<file path="src/hw/tmr_pkg.sv">
package tmr_pkg;
    // ==========================================================
    // sizes
    localparam int NUM_CTR = 16;
    localparam int DW = 32;
    localparam int SEL_W = 26;
    localparam int NUM_NET_PORT = 10;
    localparam int NUM_DIR = 5;
    localparam int IDX_W = 6;
    localparam int WA_W = 30;

    // ==========================================================
    // special-register indices
    localparam logic [IDX_W-1:0] SR_CTR_BASE = 6'h00;
    localparam logic [IDX_W-1:0] SR_FILTER = 6'h10;
    localparam logic [IDX_W-1:0] SR_SRCSEL = 6'h11;
    localparam logic [IDX_W-1:0] SR_NETMEAN = 6'h12;
    localparam logic [IDX_W-1:0] SR_TRIG = 6'h13;
    localparam logic [IDX_W-1:0] SR_WCOUNT = 6'h14;
    localparam logic [IDX_W-1:0] SR_WLIMIT = 6'h15;
    localparam logic [IDX_W-1:0] SR_WCTRL = 6'h16;
    localparam logic [IDX_W-1:0] SR_REFEN = 6'h17;
    localparam logic [IDX_W-1:0] SR_REFVAL = 6'h18;
    localparam logic [IDX_W-1:0] SR_EXCADDR = 6'h19;
    localparam logic [IDX_W-1:0] SR_XPC = 6'h1A;
    localparam logic [IDX_W-1:0] SR_FREEZE = 6'h1B;

    // ==========================================================
    // reset values and constants
    localparam logic [DW-1:0] FILTER_RST = 32'hFFFF_0000;
    localparam logic [DW-1:0] ZERO_W = 32'h0000_0000;
    localparam logic [DW-1:0] ONE_W = 32'h0000_0001;
    localparam logic [DW-1:0] ALL_ONES_W = 32'hFFFF_FFFF;
    localparam logic [DW-1:0] XPC_STEP = 32'h0000_0008;

    // ==========================================================
    // field positions
    localparam int FILT_MODE_BIT = 0;
    localparam int FILT_ADDR_LO = 1;
    localparam int FILT_ADDR_HI = 15;
    localparam int FILT_EN_LO = 16;
    localparam int WD_DYN_BIT = 0;
    localparam int WD_RUN_BIT = 1;
    localparam int WD_IRQ_BIT = 2;
    localparam int WD_CTRL_W = 3;
    localparam int WORD_LO = 2;
    localparam int SW_HALF_BIT = 2;
    localparam int NET_CODE_W = 3;

    // ==========================================================
    // event routing tables
    localparam logic [NUM_CTR-1:0] CTR_PRIM = 16'h07FF;
    localparam logic [NUM_CTR-1:0] CTR_HAS_CHOICE = 16'h0071;
    localparam logic [NUM_CTR-1:0] PRIM_NOPC = 16'h0781;
    localparam logic [SEL_W-1:0] SEL_NOPC = 26'h1E1_8DB0;

    localparam logic [NET_CODE_W-1:0] NET_OUT_BLOCKED = 3'h0;
    localparam logic [NET_CODE_W-1:0] NET_MOVED_LO = 3'h1;
    localparam logic [NET_CODE_W-1:0] NET_IN_ALL = 3'h6;
    localparam logic [NET_CODE_W-1:0] NET_IN_STALL = 3'h7;

    // choice bit that picks the alternative event of a counter
    function automatic int choiceBit(input int i);
        case (i)
            0: choiceBit = 25;
            4: choiceBit = 0;
            5: choiceBit = 1;
            6: choiceBit = 2;
            default: choiceBit = 0;
        endcase
    endfunction : choiceBit

    // source-select bits that are or-ed into a counter
    function automatic logic [SEL_W-1:0] grpMask(input int i);
        case (i)
            11: grpMask = 26'h080_0038;
            12: grpMask = 26'h000_01C0;
            13: grpMask = 26'h100_0E00;
            14: grpMask = 26'h001_F000;
            15: grpMask = 26'h07E_0000;
            default: grpMask = 26'h000_0000;
        endcase
    endfunction : grpMask

    // port n = net*5 + dir, dir order processor, west, south, east, north
    function automatic int netSelBit(input int n);
        case (n)
            0: netSelBit = 4;
            1: netSelBit = 7;
            2: netSelBit = 10;
            3: netSelBit = 15;
            4: netSelBit = 21;
            5: netSelBit = 5;
            6: netSelBit = 8;
            7: netSelBit = 11;
            8: netSelBit = 16;
            default: netSelBit = 22;
        endcase
    endfunction : netSelBit

    // ==========================================================
    // carriers
    typedef struct packed {
        logic outBlocked;
        logic [NUM_DIR-1:0] moved;
        logic inStalled;
    } tmr_port_act_t;

    typedef struct packed {
        logic wr;
        logic rd;
        logic [IDX_W-1:0] idx;
        logic [DW-1:0] data;
    } tmr_sr_req_t;

    typedef enum logic [0:0] {
        RF_IDLE,
        RF_EXC
    } tmr_rf_state_t;
endpackage : tmr_pkg

</file>
<file path="src/hw/tmr_event_ctr.sv">
module tmr_event_ctr
    import tmr_pkg::*;
(
    input wire logic ref_clk,
    input wire logic rst_n,
    input wire logic ce,
    input wire logic load,
    input wire logic [DW-1:0] loadVal,
    input wire logic dec,
    output logic [DW-1:0] count,
    output logic trig
);
    typedef struct packed {
        logic [DW-1:0] count;
        logic trig;
    } tmr_ctr_st_t;

    tmr_ctr_st_t st_q;
    tmr_ctr_st_t st_d;

    // ==========================================================
    // count down; a write wins over a same-cycle event
    always_comb begin
        st_d = st_q;
        if (load) begin
            st_d.count = loadVal;
            st_d.trig = 1'b0;
        end else if (dec) begin
            st_d.count = st_q.count - ONE_W;
            if (st_q.count == ZERO_W) begin
                st_d.trig = 1'b1;
            end
        end
    end

    always_ff @(posedge ref_clk or negedge rst_n) begin
        if (!rst_n) begin
            st_q <= '0;
        end else if (ce) begin
            st_q <= st_d;
        end
    end

    assign count = st_q.count;
    assign trig = st_q.trig;

    a_trig_on_wrap: assert property (@(posedge ref_clk) disable iff (!rst_n)
        (ce && !load && dec && count == ZERO_W) |=> (trig && count == ALL_ONES_W))
        else $error("trigger missing after wrap to minus one");

    a_trig_held: assert property (@(posedge ref_clk) disable iff (!rst_n)
        (trig && !(ce && load)) |=> trig)
        else $error("trigger dropped without a counter write");
endmodule : tmr_event_ctr

</file>
<file path="src/hw/tmr_net_event.sv">
module tmr_net_event
    import tmr_pkg::*;
(
    input wire logic ref_clk,
    input wire logic rst_n,
    input wire logic [NET_CODE_W-1:0] code,
    input tmr_port_act_t [NUM_NET_PORT-1:0] act,
    output logic [NUM_NET_PORT-1:0] evt
);
    // ==========================================================
    // one decoder per network and direction, all sharing one code
    for (genvar n = 0; n < NUM_NET_PORT; n++) begin : g_port
        always_comb begin
            case (code)
                NET_OUT_BLOCKED: evt[n] = act[n].outBlocked;
                NET_IN_ALL: evt[n] = |act[n].moved;
                NET_IN_STALL: evt[n] = act[n].inStalled;
                default: evt[n] = act[n].moved[code - NET_MOVED_LO];
            endcase
        end

        a_code_all: assert property (@(posedge ref_clk) disable iff (!rst_n)
            (code == NET_IN_ALL) |-> (evt[n] == (|act[n].moved)))
            else $error("all-words code does not follow port activity");
    end
endmodule : tmr_net_event

</file>
<file path="src/hw/tmr_monitor_ctl.sv">
// Operation
// sixteen 32-bit counters, each decrementing on its selected event
// trigger sets on zero to minus one, held until counter rewritten
// counter fifteen counts general/memory north port events via bits 21, 22
// filter bit zero limits counting to the instruction at bits 15..1
// events without an instruction address ignore the single-instruction filter
// high filter bits enable each counter; clearing keeps existing triggers
// shared-entry alternatives: the select bit picks exactly one event
// separate entries on one counter: set select bits or their events together
// port events qualified by network and direction, meaning from one code
// code 0 counts output-blocked cycles toward the neighbour
// codes 1-5 count words to processor, west, south, east, north
// code 6 counts all words leaving input; code 7 input stalls
// exception return restores saved address and enables interrupts together
// frozen switch holds its program counter and performs no routes
// switch program counter readable and writable at any time
// processor imem access stalls processor one cycle, word addressed
// switch imem access stalls switch one cycle, frozen or not
// switch instructions 64-bit; opcode word sits at address ending 100b
// watchdog count increments every cycle regardless of stalls
// watch event when count reaches the programmed limit
// control bit 0 clears count on dynamic network or refill removal
// control bit 1 clears count on unstalled cycles; bits reset zero
// refill mode: dynamic read returns refill value then raises exception
// refill reads clear the enabled watchdog like real reads
// enabled watch events become a watchdog interrupt request
// handler reloads refill value or clears refill mode before returning
module tmr_monitor_ctl
    import tmr_pkg::*;
(
    input wire logic ref_clk,
    input wire logic rst_n,
    input wire logic ce,
    input tmr_sr_req_t srReq,
    output logic [DW-1:0] srRdData,
    output logic srRdValid,
    input wire logic [NUM_CTR-1:0] evtPrim,
    input wire logic [NUM_CTR-1:0] evtAlt,
    input wire logic [SEL_W-1:0] evtOr,
    input wire logic [FILT_ADDR_HI-FILT_ADDR_LO:0] instrWordAddr,
    input tmr_port_act_t [NUM_NET_PORT-1:0] netAct,
    output logic [NUM_CTR-1:0] ctrTrig,
    output logic ctrAnyTrig,
    input wire logic cpuStalled,
    input wire logic dynRemove,
    input wire logic dynRead,
    input wire logic [DW-1:0] dynNetData,
    output logic [DW-1:0] dynReadData,
    output logic dynFromRefill,
    output logic refillExc,
    output logic watchEvt,
    output logic watchIrq,
    input wire logic excTake,
    input wire logic [DW-1:0] excPc,
    input wire logic eretReq,
    output logic resumeRedirect,
    output logic [DW-1:0] resumePc,
    output logic intEnable,
    input wire logic swStep,
    output logic swFrozen,
    output logic swRouteEn,
    output logic [DW-1:0] swPc,
    input wire logic procImemReq,
    input wire logic swImemReq,
    input wire logic imemWe,
    input wire logic [DW-1:0] imemAddr,
    output logic procStall,
    output logic procImemWr,
    output logic [WA_W-1:0] procImemWordAddr,
    output logic swStall,
    output logic swImemWr,
    output logic [WA_W-1:0] swImemWordAddr,
    output logic swImemOpcodeWord
);
    typedef struct packed {
        logic [DW-1:0] filter;
        logic [DW-1:0] srcSel;
        logic [NET_CODE_W-1:0] netMean;
        logic [DW-1:0] wCount;
        logic [DW-1:0] wLimit;
        logic [WD_CTRL_W-1:0] wCtrl;
        logic refEn;
        logic [DW-1:0] refVal;
        logic [DW-1:0] excAddr;
        logic [DW-1:0] xpc;
        logic freeze;
        logic [DW-1:0] rdData;
        logic rdValid;
        logic [DW-1:0] dynData;
        logic dynFromRef;
        tmr_rf_state_t refState;
        logic refExc;
        logic watchEvt;
        logic watchIrq;
        logic redirect;
        logic [DW-1:0] resumePc;
        logic intEn;
        logic routeEn;
        logic procStall;
        logic procWr;
        logic [WA_W-1:0] procWa;
        logic swStall;
        logic swWr;
        logic [WA_W-1:0] swWa;
        logic swOpWord;
        logic anyTrig;
    } tmr_main_st_t;

    localparam tmr_main_st_t ST_RST = '{filter: FILTER_RST, refState: RF_IDLE, default: '0};

    tmr_main_st_t st_q;
    tmr_main_st_t st_d;
    logic [NUM_NET_PORT-1:0] netEvt;
    logic [SEL_W-1:0] selEvt;
    logic [NUM_CTR-1:0] ctrLoad;
    logic [NUM_CTR-1:0] ctrDec;
    logic [NUM_CTR-1:0] ctrTrigW;
    logic [DW-1:0] ctrVal [NUM_CTR];
    logic addrPass;
    logic wdClear;
    logic wrWCount;
    logic wrXpc;

    // ==========================================================
    // network port event decode
    tmr_net_event u_net (
        .ref_clk(ref_clk),
        .rst_n(rst_n),
        .code(st_q.netMean),
        .act(netAct),
        .evt(netEvt)
    );

    // port events take the place of their select positions in the event vector
    always_comb begin
        selEvt = evtOr;
        for (int n = 0; n < NUM_NET_PORT; n++) begin
            selEvt[netSelBit(n)] = netEvt[n];
        end
    end

    // single-instruction filter; only events carrying an address are gated
    assign addrPass = !st_q.filter[FILT_MODE_BIT]
        || (instrWordAddr == st_q.filter[FILT_ADDR_HI:FILT_ADDR_LO]);

    // ==========================================================
    // event counters
    for (genvar i = 0; i < NUM_CTR; i++) begin : g_ctr
        logic choice;
        logic baseEv;
        logic baseFree;
        logic grpAddr;
        logic grpFree;
        logic hit;

        assign choice = CTR_HAS_CHOICE[i] && st_q.srcSel[choiceBit(i)];
        assign baseEv = CTR_PRIM[i] && (choice ? evtAlt[i] : evtPrim[i]);
        assign baseFree = !choice && PRIM_NOPC[i];
        assign grpAddr = |(st_q.srcSel[SEL_W-1:0] & grpMask(i) & selEvt & ~SEL_NOPC);
        assign grpFree = |(st_q.srcSel[SEL_W-1:0] & grpMask(i) & selEvt & SEL_NOPC);
        assign hit = (baseEv && (baseFree || addrPass)) || (grpAddr && addrPass)
            || grpFree;
        assign ctrDec[i] = hit && st_q.filter[FILT_EN_LO + i];
        assign ctrLoad[i] = srReq.wr && (srReq.idx == SR_CTR_BASE + IDX_W'(i));

        tmr_event_ctr u_ctr (
            .ref_clk(ref_clk),
            .rst_n(rst_n),
            .ce(ce),
            .load(ctrLoad[i]),
            .loadVal(srReq.data),
            .dec(ctrDec[i]),
            .count(ctrVal[i]),
            .trig(ctrTrigW[i])
        );
    end

    // watchdog clear terms; a refill read counts as a removal
    assign wdClear = (st_q.wCtrl[WD_DYN_BIT] && (dynRemove || (dynRead && st_q.refEn)))
        || (st_q.wCtrl[WD_RUN_BIT] && !cpuStalled); // see see
    assign wrWCount = srReq.wr && srReq.idx == SR_WCOUNT;
    assign wrXpc = srReq.wr && srReq.idx == SR_XPC;

    // ==========================================================
    // next state
    always_comb begin
        st_d = st_q;
        // register writes
        if (srReq.wr) begin
            case (srReq.idx)
                SR_FILTER: st_d.filter = srReq.data;
                SR_SRCSEL: st_d.srcSel = srReq.data;
                SR_NETMEAN: st_d.netMean = srReq.data[NET_CODE_W-1:0];
                SR_WLIMIT: st_d.wLimit = srReq.data;
                SR_WCTRL: st_d.wCtrl = srReq.data[WD_CTRL_W-1:0];
                SR_REFEN: st_d.refEn = srReq.data[0];
                SR_REFVAL: st_d.refVal = srReq.data;
                SR_FREEZE: st_d.freeze = srReq.data[0];
                default: st_d.freeze = st_q.freeze;
            endcase
        end
        // register reads, one cycle after the request
        st_d.rdValid = srReq.rd;
        st_d.rdData = ZERO_W;
        if (srReq.idx < SR_FILTER) begin
            st_d.rdData = ctrVal[srReq.idx[3:0]];
        end else begin
            case (srReq.idx)
                SR_FILTER: st_d.rdData = st_q.filter;
                SR_SRCSEL: st_d.rdData = st_q.srcSel;
                SR_NETMEAN: st_d.rdData = DW'(st_q.netMean);
                SR_TRIG: st_d.rdData = DW'(ctrTrigW);
                SR_WCOUNT: st_d.rdData = st_q.wCount;
                SR_WLIMIT: st_d.rdData = st_q.wLimit;
                SR_WCTRL: st_d.rdData = DW'(st_q.wCtrl);
                SR_REFEN: st_d.rdData = DW'(st_q.refEn);
                SR_REFVAL: st_d.rdData = st_q.refVal;
                SR_EXCADDR: st_d.rdData = st_q.excAddr;
                SR_XPC: st_d.rdData = st_q.xpc;
                SR_FREEZE: st_d.rdData = DW'(st_q.freeze);
                default: st_d.rdData = ZERO_W;
            endcase
        end
        st_d.anyTrig = |ctrTrigW;

        // watchdog: software write, then clear, else free-running increment
        if (wrWCount) begin
            st_d.wCount = srReq.data;
        end else if (wdClear) begin
            st_d.wCount = ZERO_W; // see
        end else begin
            st_d.wCount = st_q.wCount + ONE_W;
        end
        st_d.watchEvt = (st_q.wCount == st_q.wLimit);
        st_d.watchIrq = st_d.watchEvt && st_q.wCtrl[WD_IRQ_BIT];

        // dynamic read path and refill exception sequencing
        st_d.refExc = 1'b0;
        case (st_q.refState)
            RF_IDLE: begin
                if (dynRead && st_q.refEn) begin
                    st_d.refState = RF_EXC;
                end
            end
            RF_EXC: begin
                st_d.refExc = 1'b1;
                st_d.refState = RF_IDLE;
            end
            default: st_d.refState = RF_IDLE;
        endcase
        if (dynRead) begin
            st_d.dynData = st_q.refEn ? st_q.refVal : dynNetData;
            st_d.dynFromRef = st_q.refEn;
        end

        // exception entry and atomic return
        st_d.redirect = 1'b0;
        if (excTake) begin
            st_d.excAddr = excPc;
            st_d.intEn = 1'b0;
        end else if (eretReq) begin
            st_d.redirect = 1'b1;
            st_d.resumePc = st_q.excAddr;
            st_d.intEn = 1'b1;
        end else if (srReq.wr && srReq.idx == SR_EXCADDR) begin
            st_d.excAddr = srReq.data;
        end

        // switch sequencing; an imem access steals the next switch cycle
        if (wrXpc) begin
            st_d.xpc = srReq.data;
        end else if (swStep && st_q.routeEn) begin
            st_d.xpc = st_q.xpc + XPC_STEP;
        end
        st_d.routeEn = !st_d.freeze && !swImemReq; // see

        // instruction memory access, word addressed, low bits dropped
        st_d.procStall = procImemReq;
        st_d.procWr = procImemReq && imemWe;
        if (procImemReq) begin
            st_d.procWa = imemAddr[DW-1:WORD_LO];
        end
        st_d.swStall = swImemReq;
        st_d.swWr = swImemReq && imemWe;
        if (swImemReq) begin
            st_d.swWa = imemAddr[DW-1:WORD_LO];
            st_d.swOpWord = imemAddr[SW_HALF_BIT];
        end
    end

    // clock enable freezes every flop of the block
    always_ff @(posedge ref_clk or negedge rst_n) begin
        if (!rst_n) begin
            st_q <= ST_RST;
        end else if (ce) begin
            st_q <= st_d;
        end
    end

    // ==========================================================
    // outputs
    assign srRdData = st_q.rdData;
    assign srRdValid = st_q.rdValid;
    assign ctrTrig = ctrTrigW;
    assign ctrAnyTrig = st_q.anyTrig;
    assign dynReadData = st_q.dynData;
    assign dynFromRefill = st_q.dynFromRef;
    assign refillExc = st_q.refExc;
    assign watchEvt = st_q.watchEvt;
    assign watchIrq = st_q.watchIrq;
    assign resumeRedirect = st_q.redirect;
    assign resumePc = st_q.resumePc;
    assign intEnable = st_q.intEn;
    assign swFrozen = st_q.freeze;
    assign swRouteEn = st_q.routeEn;
    assign swPc = st_q.xpc;
    assign procStall = st_q.procStall;
    assign procImemWr = st_q.procWr;
    assign procImemWordAddr = st_q.procWa;
    assign swStall = st_q.swStall;
    assign swImemWr = st_q.swWr;
    assign swImemWordAddr = st_q.swWa;
    assign swImemOpcodeWord = st_q.swOpWord;

    // ==========================================================
    // checks
    a_refill_seq: assert property (@(posedge ref_clk) disable iff (!rst_n)
        (ce && dynRead && st_q.refEn && st_q.refState == RF_IDLE) ##1 ce
        |-> (dynFromRefill && dynReadData == $past(st_q.refVal)) ##1 refillExc)
        else $error("refill read not followed by refill exception");

    a_watch_inc: assert property (@(posedge ref_clk) disable iff (!rst_n)
        (ce && !wrWCount && !wdClear) |=> (st_q.wCount == $past(st_q.wCount) + ONE_W))
        else $error("watchdog count did not advance");

    a_watch_runclr: assert property (@(posedge ref_clk) disable iff (!rst_n)
        (ce && !wrWCount && st_q.wCtrl[WD_RUN_BIT] && !cpuStalled) |=> st_q.wCount == ZERO_W)
        else $error("watchdog not cleared on unstalled cycle");

    a_watch_event: assert property (@(posedge ref_clk) disable iff (!rst_n)
        (ce && st_q.wCount == st_q.wLimit)
        |=> (watchEvt && watchIrq == $past(st_q.wCtrl[WD_IRQ_BIT])))
        else $error("watch event or interrupt wrong at limit");

    a_freeze_hold: assert property (@(posedge ref_clk) disable iff (!rst_n)
        (ce && swFrozen && !wrXpc && !(srReq.wr && srReq.idx == SR_FREEZE))
        |=> ($stable(swPc) && !swRouteEn))
        else $error("frozen switch advanced");

    a_eret_atomic: assert property (@(posedge ref_clk) disable iff (!rst_n)
        (ce && eretReq && !excTake)
        |=> (resumeRedirect && intEnable && resumePc == $past(st_q.excAddr)))
        else $error("exception return not atomic");

    a_proc_stall: assert property (@(posedge ref_clk) disable iff (!rst_n)
        (ce && procImemReq) |=> (procStall && procImemWordAddr == $past(imemAddr[DW-1:WORD_LO])))
        else $error("processor imem access did not stall");

    a_sw_opword: assert property (@(posedge ref_clk) disable iff (!rst_n)
        (ce && swImemReq)
        |=> (swStall && !swRouteEn && swImemOpcodeWord == $past(imemAddr[SW_HALF_BIT])))
        else $error("switch imem access wrong");
endmodule : tmr_monitor_ctl

</file>
<file path="config.mk">
export PLATFORM = sky130hd
export DESIGN_NAME = tmr_monitor_ctl
export DESIGN_NICKNAME = d
export VERILOG_FILES = /design/src/hw/tmr_pkg.sv /design/src/hw/tmr_event_ctr.sv /design/src/hw/tmr_net_event.sv /design/src/hw/tmr_monitor_ctl.sv
export SDC_FILE = /design/constraint.sdc
export NUM_CORES = 2
export LEC_CHECK = 0
export BUFFER_PORTS_ARGS = -buffer_cell sky130_fd_sc_hd__buf_4
export CAP_MARGIN = 15
export CORE_UTILIZATION = 25
export CTS_CLUSTER_DIAMETER = 50
export DETAILED_ROUTE_END_ITERATION = 8
export GPL_TIMING_DRIVEN = 0
export HOLD_SLACK_MARGIN = 0.02
export PLACE_DENSITY = 0.46
export SLEW_MARGIN = 15
export SYNTH_ARGS = -nofsm -noshare
export SYNTH_HDL_FRONTEND = slang
export SYNTH_SLANG_ARGS = --single-unit
</file>
<file path="constraint.sdc">
create_clock -name ref_clk -period 7.13 [get_ports ref_clk]
set_clock_uncertainty 0.1 [all_clocks]
set_input_delay 0.713 -clock ref_clk [delete_from_list [all_inputs] [get_ports ref_clk]]
set_output_delay 0.713 -clock ref_clk [all_outputs]
set_load 0.02 [all_outputs]
</file>
==> flow_summary.toml <==
[clocking]
htree_levels = 4
numCtsBuffers = 168
cts_resized = 0
cts_tree = "yes"
clockBufferDepth = 3
post-cts-setup-buffer-count = 0
postCtsHoldBufs = 32
clk_pin_slew_worst_paths_ns = 0.05
root_buffer = "clkbuf_16"
cts_sinks = 930
clkLatencyLatePin_ns = 0.85

[final_layout]
final_cell_area_sq_mm = 0.07490
fin_util = 0.3206
drive_gt1_frac = 0.2289
num-fill-cells = 24396
final_cells = 10548
syn_to_final_growth_pct = 26.91
num-nets-final = 7532

[logic_synthesis]
ys_types = 105
syn_area_sq_mm = 0.05902
ys_ff_latch = 930
async_flop_share = 1.000
avgSynthCellArea_sq_um = 9.126
synthCells = 6467
yosysSeqAreaShare = 0.3947
synth_fp_nets = 6780
synth_edf_count = 0
ys_dominant_reg_cell = "dfrtp_1"
yosys_warnings = 0

[route]
viasPerCell = 6.141
dr.pass1.iters = 8
wl_per_cell_um = 38.48
remaining_drc_errors = 0
num_vias = 64776
dr.first_iter.drc_count = 9463
ant_nets = 0
routed_wl_um = 405900

[placement]
port_buffers = 472
placed_area_sq_mm = 0.06840
dp_cells = 10148
dpl.hpwl_um = 315200
routabilityCongestion = 1.031
pre_cts_slack_ns = 1.932

[timing]
max_freq_ghz = 0.1905
fin_crit_ns = 5.251
slew_viol_final = 0
setup_viol = 0
finalHoldViolCount = 0
finalCritPeriodShare = 0.7364
maxSlewHeadroom = 0.08945
worst_slew_pin_slew_ns = 1.366
rsz0062_at_grt = "no"
fin_ws_ns = 1.880
finalSetupTns_ns = 0

[setup_path]
endpoint_kind = "register"
critPathMaxFanout = 10
cp.required_ns = 7.78
arrival_ns = 5.90
cp-start-kind = "register"
worst-setup-path-type = "reg2reg"

[floorplanning]
coreArea_sq_mm = 0.2336
num_io_pins = 510
start_util = 0.2526
fp.dieW_um = 487.9
die-area_sq_mm = 0.2380
dieHeight_um = 487.9
rows = 177

[power]
p_leak_nw = 30.15
worst_ir_drop_vdd_mv = 0.2745
power_density_mw_per_mm2 = 280.7

[global_routing]
antenna_found_initial = 81
grt_max_degree = 137
grt_pass1_vias = 59547
grt_first_pass_wirelength_um = 538700
grt_overflow = 0
grt_usage = 0.3313

[flow_run]
cap_violations = 0

[outcome]
status = "completed"

[min_path]
holdCritPathClass = "in2reg"
[layout by cell type, fill, tap and decap left out, types with 44 or more instances in the layout]
cell type and instances:
nand4_1 68, nor2_1 580, clkbuf_2 88, o21ai_0 417
clkbuf_16 170, o22ai_1 83, nand2_1 484, xnor2_1 44
a21oi_1 577, mux4_2 171, o21ai_1 59, inv_1 113
or4_1 86, dfrtp_1 914, a22oi_1 124, mux2_2 233
o2bb2ai_1 54, a31oi_1 92, o211ai_1 44, o221ai_1 54
buf_4 679, or3_1 77, mux2i_1 90, diode_2 54
clkbuf_1 390, nand3_1 157, nor3_1 231, nor4_1 133
[report_power, final]
part | switching, mW | internal (mW)
Clock | 3.32 | 5.49
Sequential | 1.08 | 5.90
Combinational | 3.26 | 1.97
Total | 7.66 | 13.4
[kinds of logic after synthesis]
group                    share of synthesized area
XOR/XNOR                                  0.008162
flip-flops                                  0.3947
adder cells (fa/ha/maj)                   0.004664
AND/OR/NAND/NOR                             0.1777
multiplexers                                0.1255
AO/OA/AOI/OAI                               0.2210
buffers and inverters                      0.06827
[area by class of cell]
class,instances,area [sq um],area share
tap,3132,3919,0.05232
buffer,744,3725,0.04973
timing repair buffer,582,5632,0.07519
antenna,54,135.1,0.001804
multi-input combinational,4680,31760,0.4241
clock inverter,98,1316,0.01757
sequential,930,23290,0.3110
inverter,113,424.2,0.005663
clock buffer,215,4693,0.06266
[flip-flops by register name, summed over array words and instances, names as in the netlist, 4 cells and up]
register / cells
g_ctr.u_ctr.trig: 16
g_ctr.u_ctr.count: 512
swPc: 32
procImemWordAddr: 30
g_ctr.choice: 4
dynReadData: 32
st_q: 196
swImemWordAddr: 30
resumePc: 32
srRdData: 32
[through the flow]
step	hold WS, ns	power [mW]
after floorplan	0.3174	9.399
after global placement	0.3660	11.91
after detailed placement	0.3796	12.06
after CTS	0.02040	20.89
after global routing	0.05665	21.59
final	0.06391	21.02
[final timing paths]
check | endpoint | depth (start not counted) | slack, ns | from
hold / removal | procImemWordAddr[8]$_DFFE_PN0P_ | 2 | 0.06 | imemAddr[10]
setup / recovery | g_ctr[13].u_ctr.count[6]$_DFFE_PN0P_ | 10 | 1.88 | st_q[336]$_DFFE_PN0P_
hold reg to reg | st_q[104]$_DFFE_PN0P_ | 1 | 0.39 | st_q[104]$_DFFE_PN0P_
setup reg to reg | g_ctr[13].u_ctr.count[6]$_DFFE_PN0P_ | 10 | 1.88 | st_q[336]$_DFFE_PN0P_
min in group asynchronous | g_ctr[11].u_ctr.count[28]$_DFFE_PN0P_ | 2 | 0.32 | rst_n
max in group asynchronous | resumePc[0]$_DFFE_PN0P_ | 4 | 4.64 | rst_n
[routing by layer]
layer	vias up	wire, um	GRT usage
li1	26053	-	-
met1	32953	157900	0.4179
met2	4655	166500	0.4655
met3	1083	46130	0.1038
met4	32	35160	0.2590
met5	-	209	0
[cell usage after synthesis (22+ instances only)]
cell,number,share of area
nor3b_1,23,0.0029
o31ai_1,30,0.0038
nand2_1,484,0.031
buf_2,31,0.0026
nand4_1,68,0.0072
or4_1,86,0.011
nor2_1,581,0.037
clkbuf_1,457,0.029
dfrtp_1,914,0.39
a21oi_1,577,0.049
o221ai_1,54,0.0080
mux2i_1,90,0.015
o21ai_1,59,0.0050
a311oi_1,31,0.0046
nor4_1,136,0.014
o32ai_1,25,0.0037
nand2b_1,38,0.0040
o21a_1,22,0.0028
o22ai_1,83,0.0088
or3_1,77,0.0082
o22a_1,42,0.0062
mux4_2,171,0.065
xnor2_1,44,0.0065
a41oi_1,31,0.0046
a22oi_1,124,0.016
and3_1,43,0.0046
o21ai_0,417,0.035
buf_4,204,0.026
buf_1,51,0.0032
nand3_1,157,0.013
a31oi_1,92,0.0098
o2bb2ai_1,54,0.0080
inv_1,113,0.0072
ha_1,22,0.0047
or2_2,23,0.0024
a221oi_1,44,0.0065
nor3_1,233,0.020
mux2_2,233,0.044
a22o_1,37,0.0055
o211ai_1,44,0.0056
[critical path: stages, from the launching register on]
cell      delay [ns]
dfrtp_1         0.51
buf_2           0.54
inv_1           0.21
ha_1            0.35
clkbuf_1        0.52
mux4_2          0.42
a221o_1         0.35
a211oi_2        1.01
nand2_1         0.54
buf_2           0.37
o221ai_1        0.22
Power figures use the tool's default switching activity.
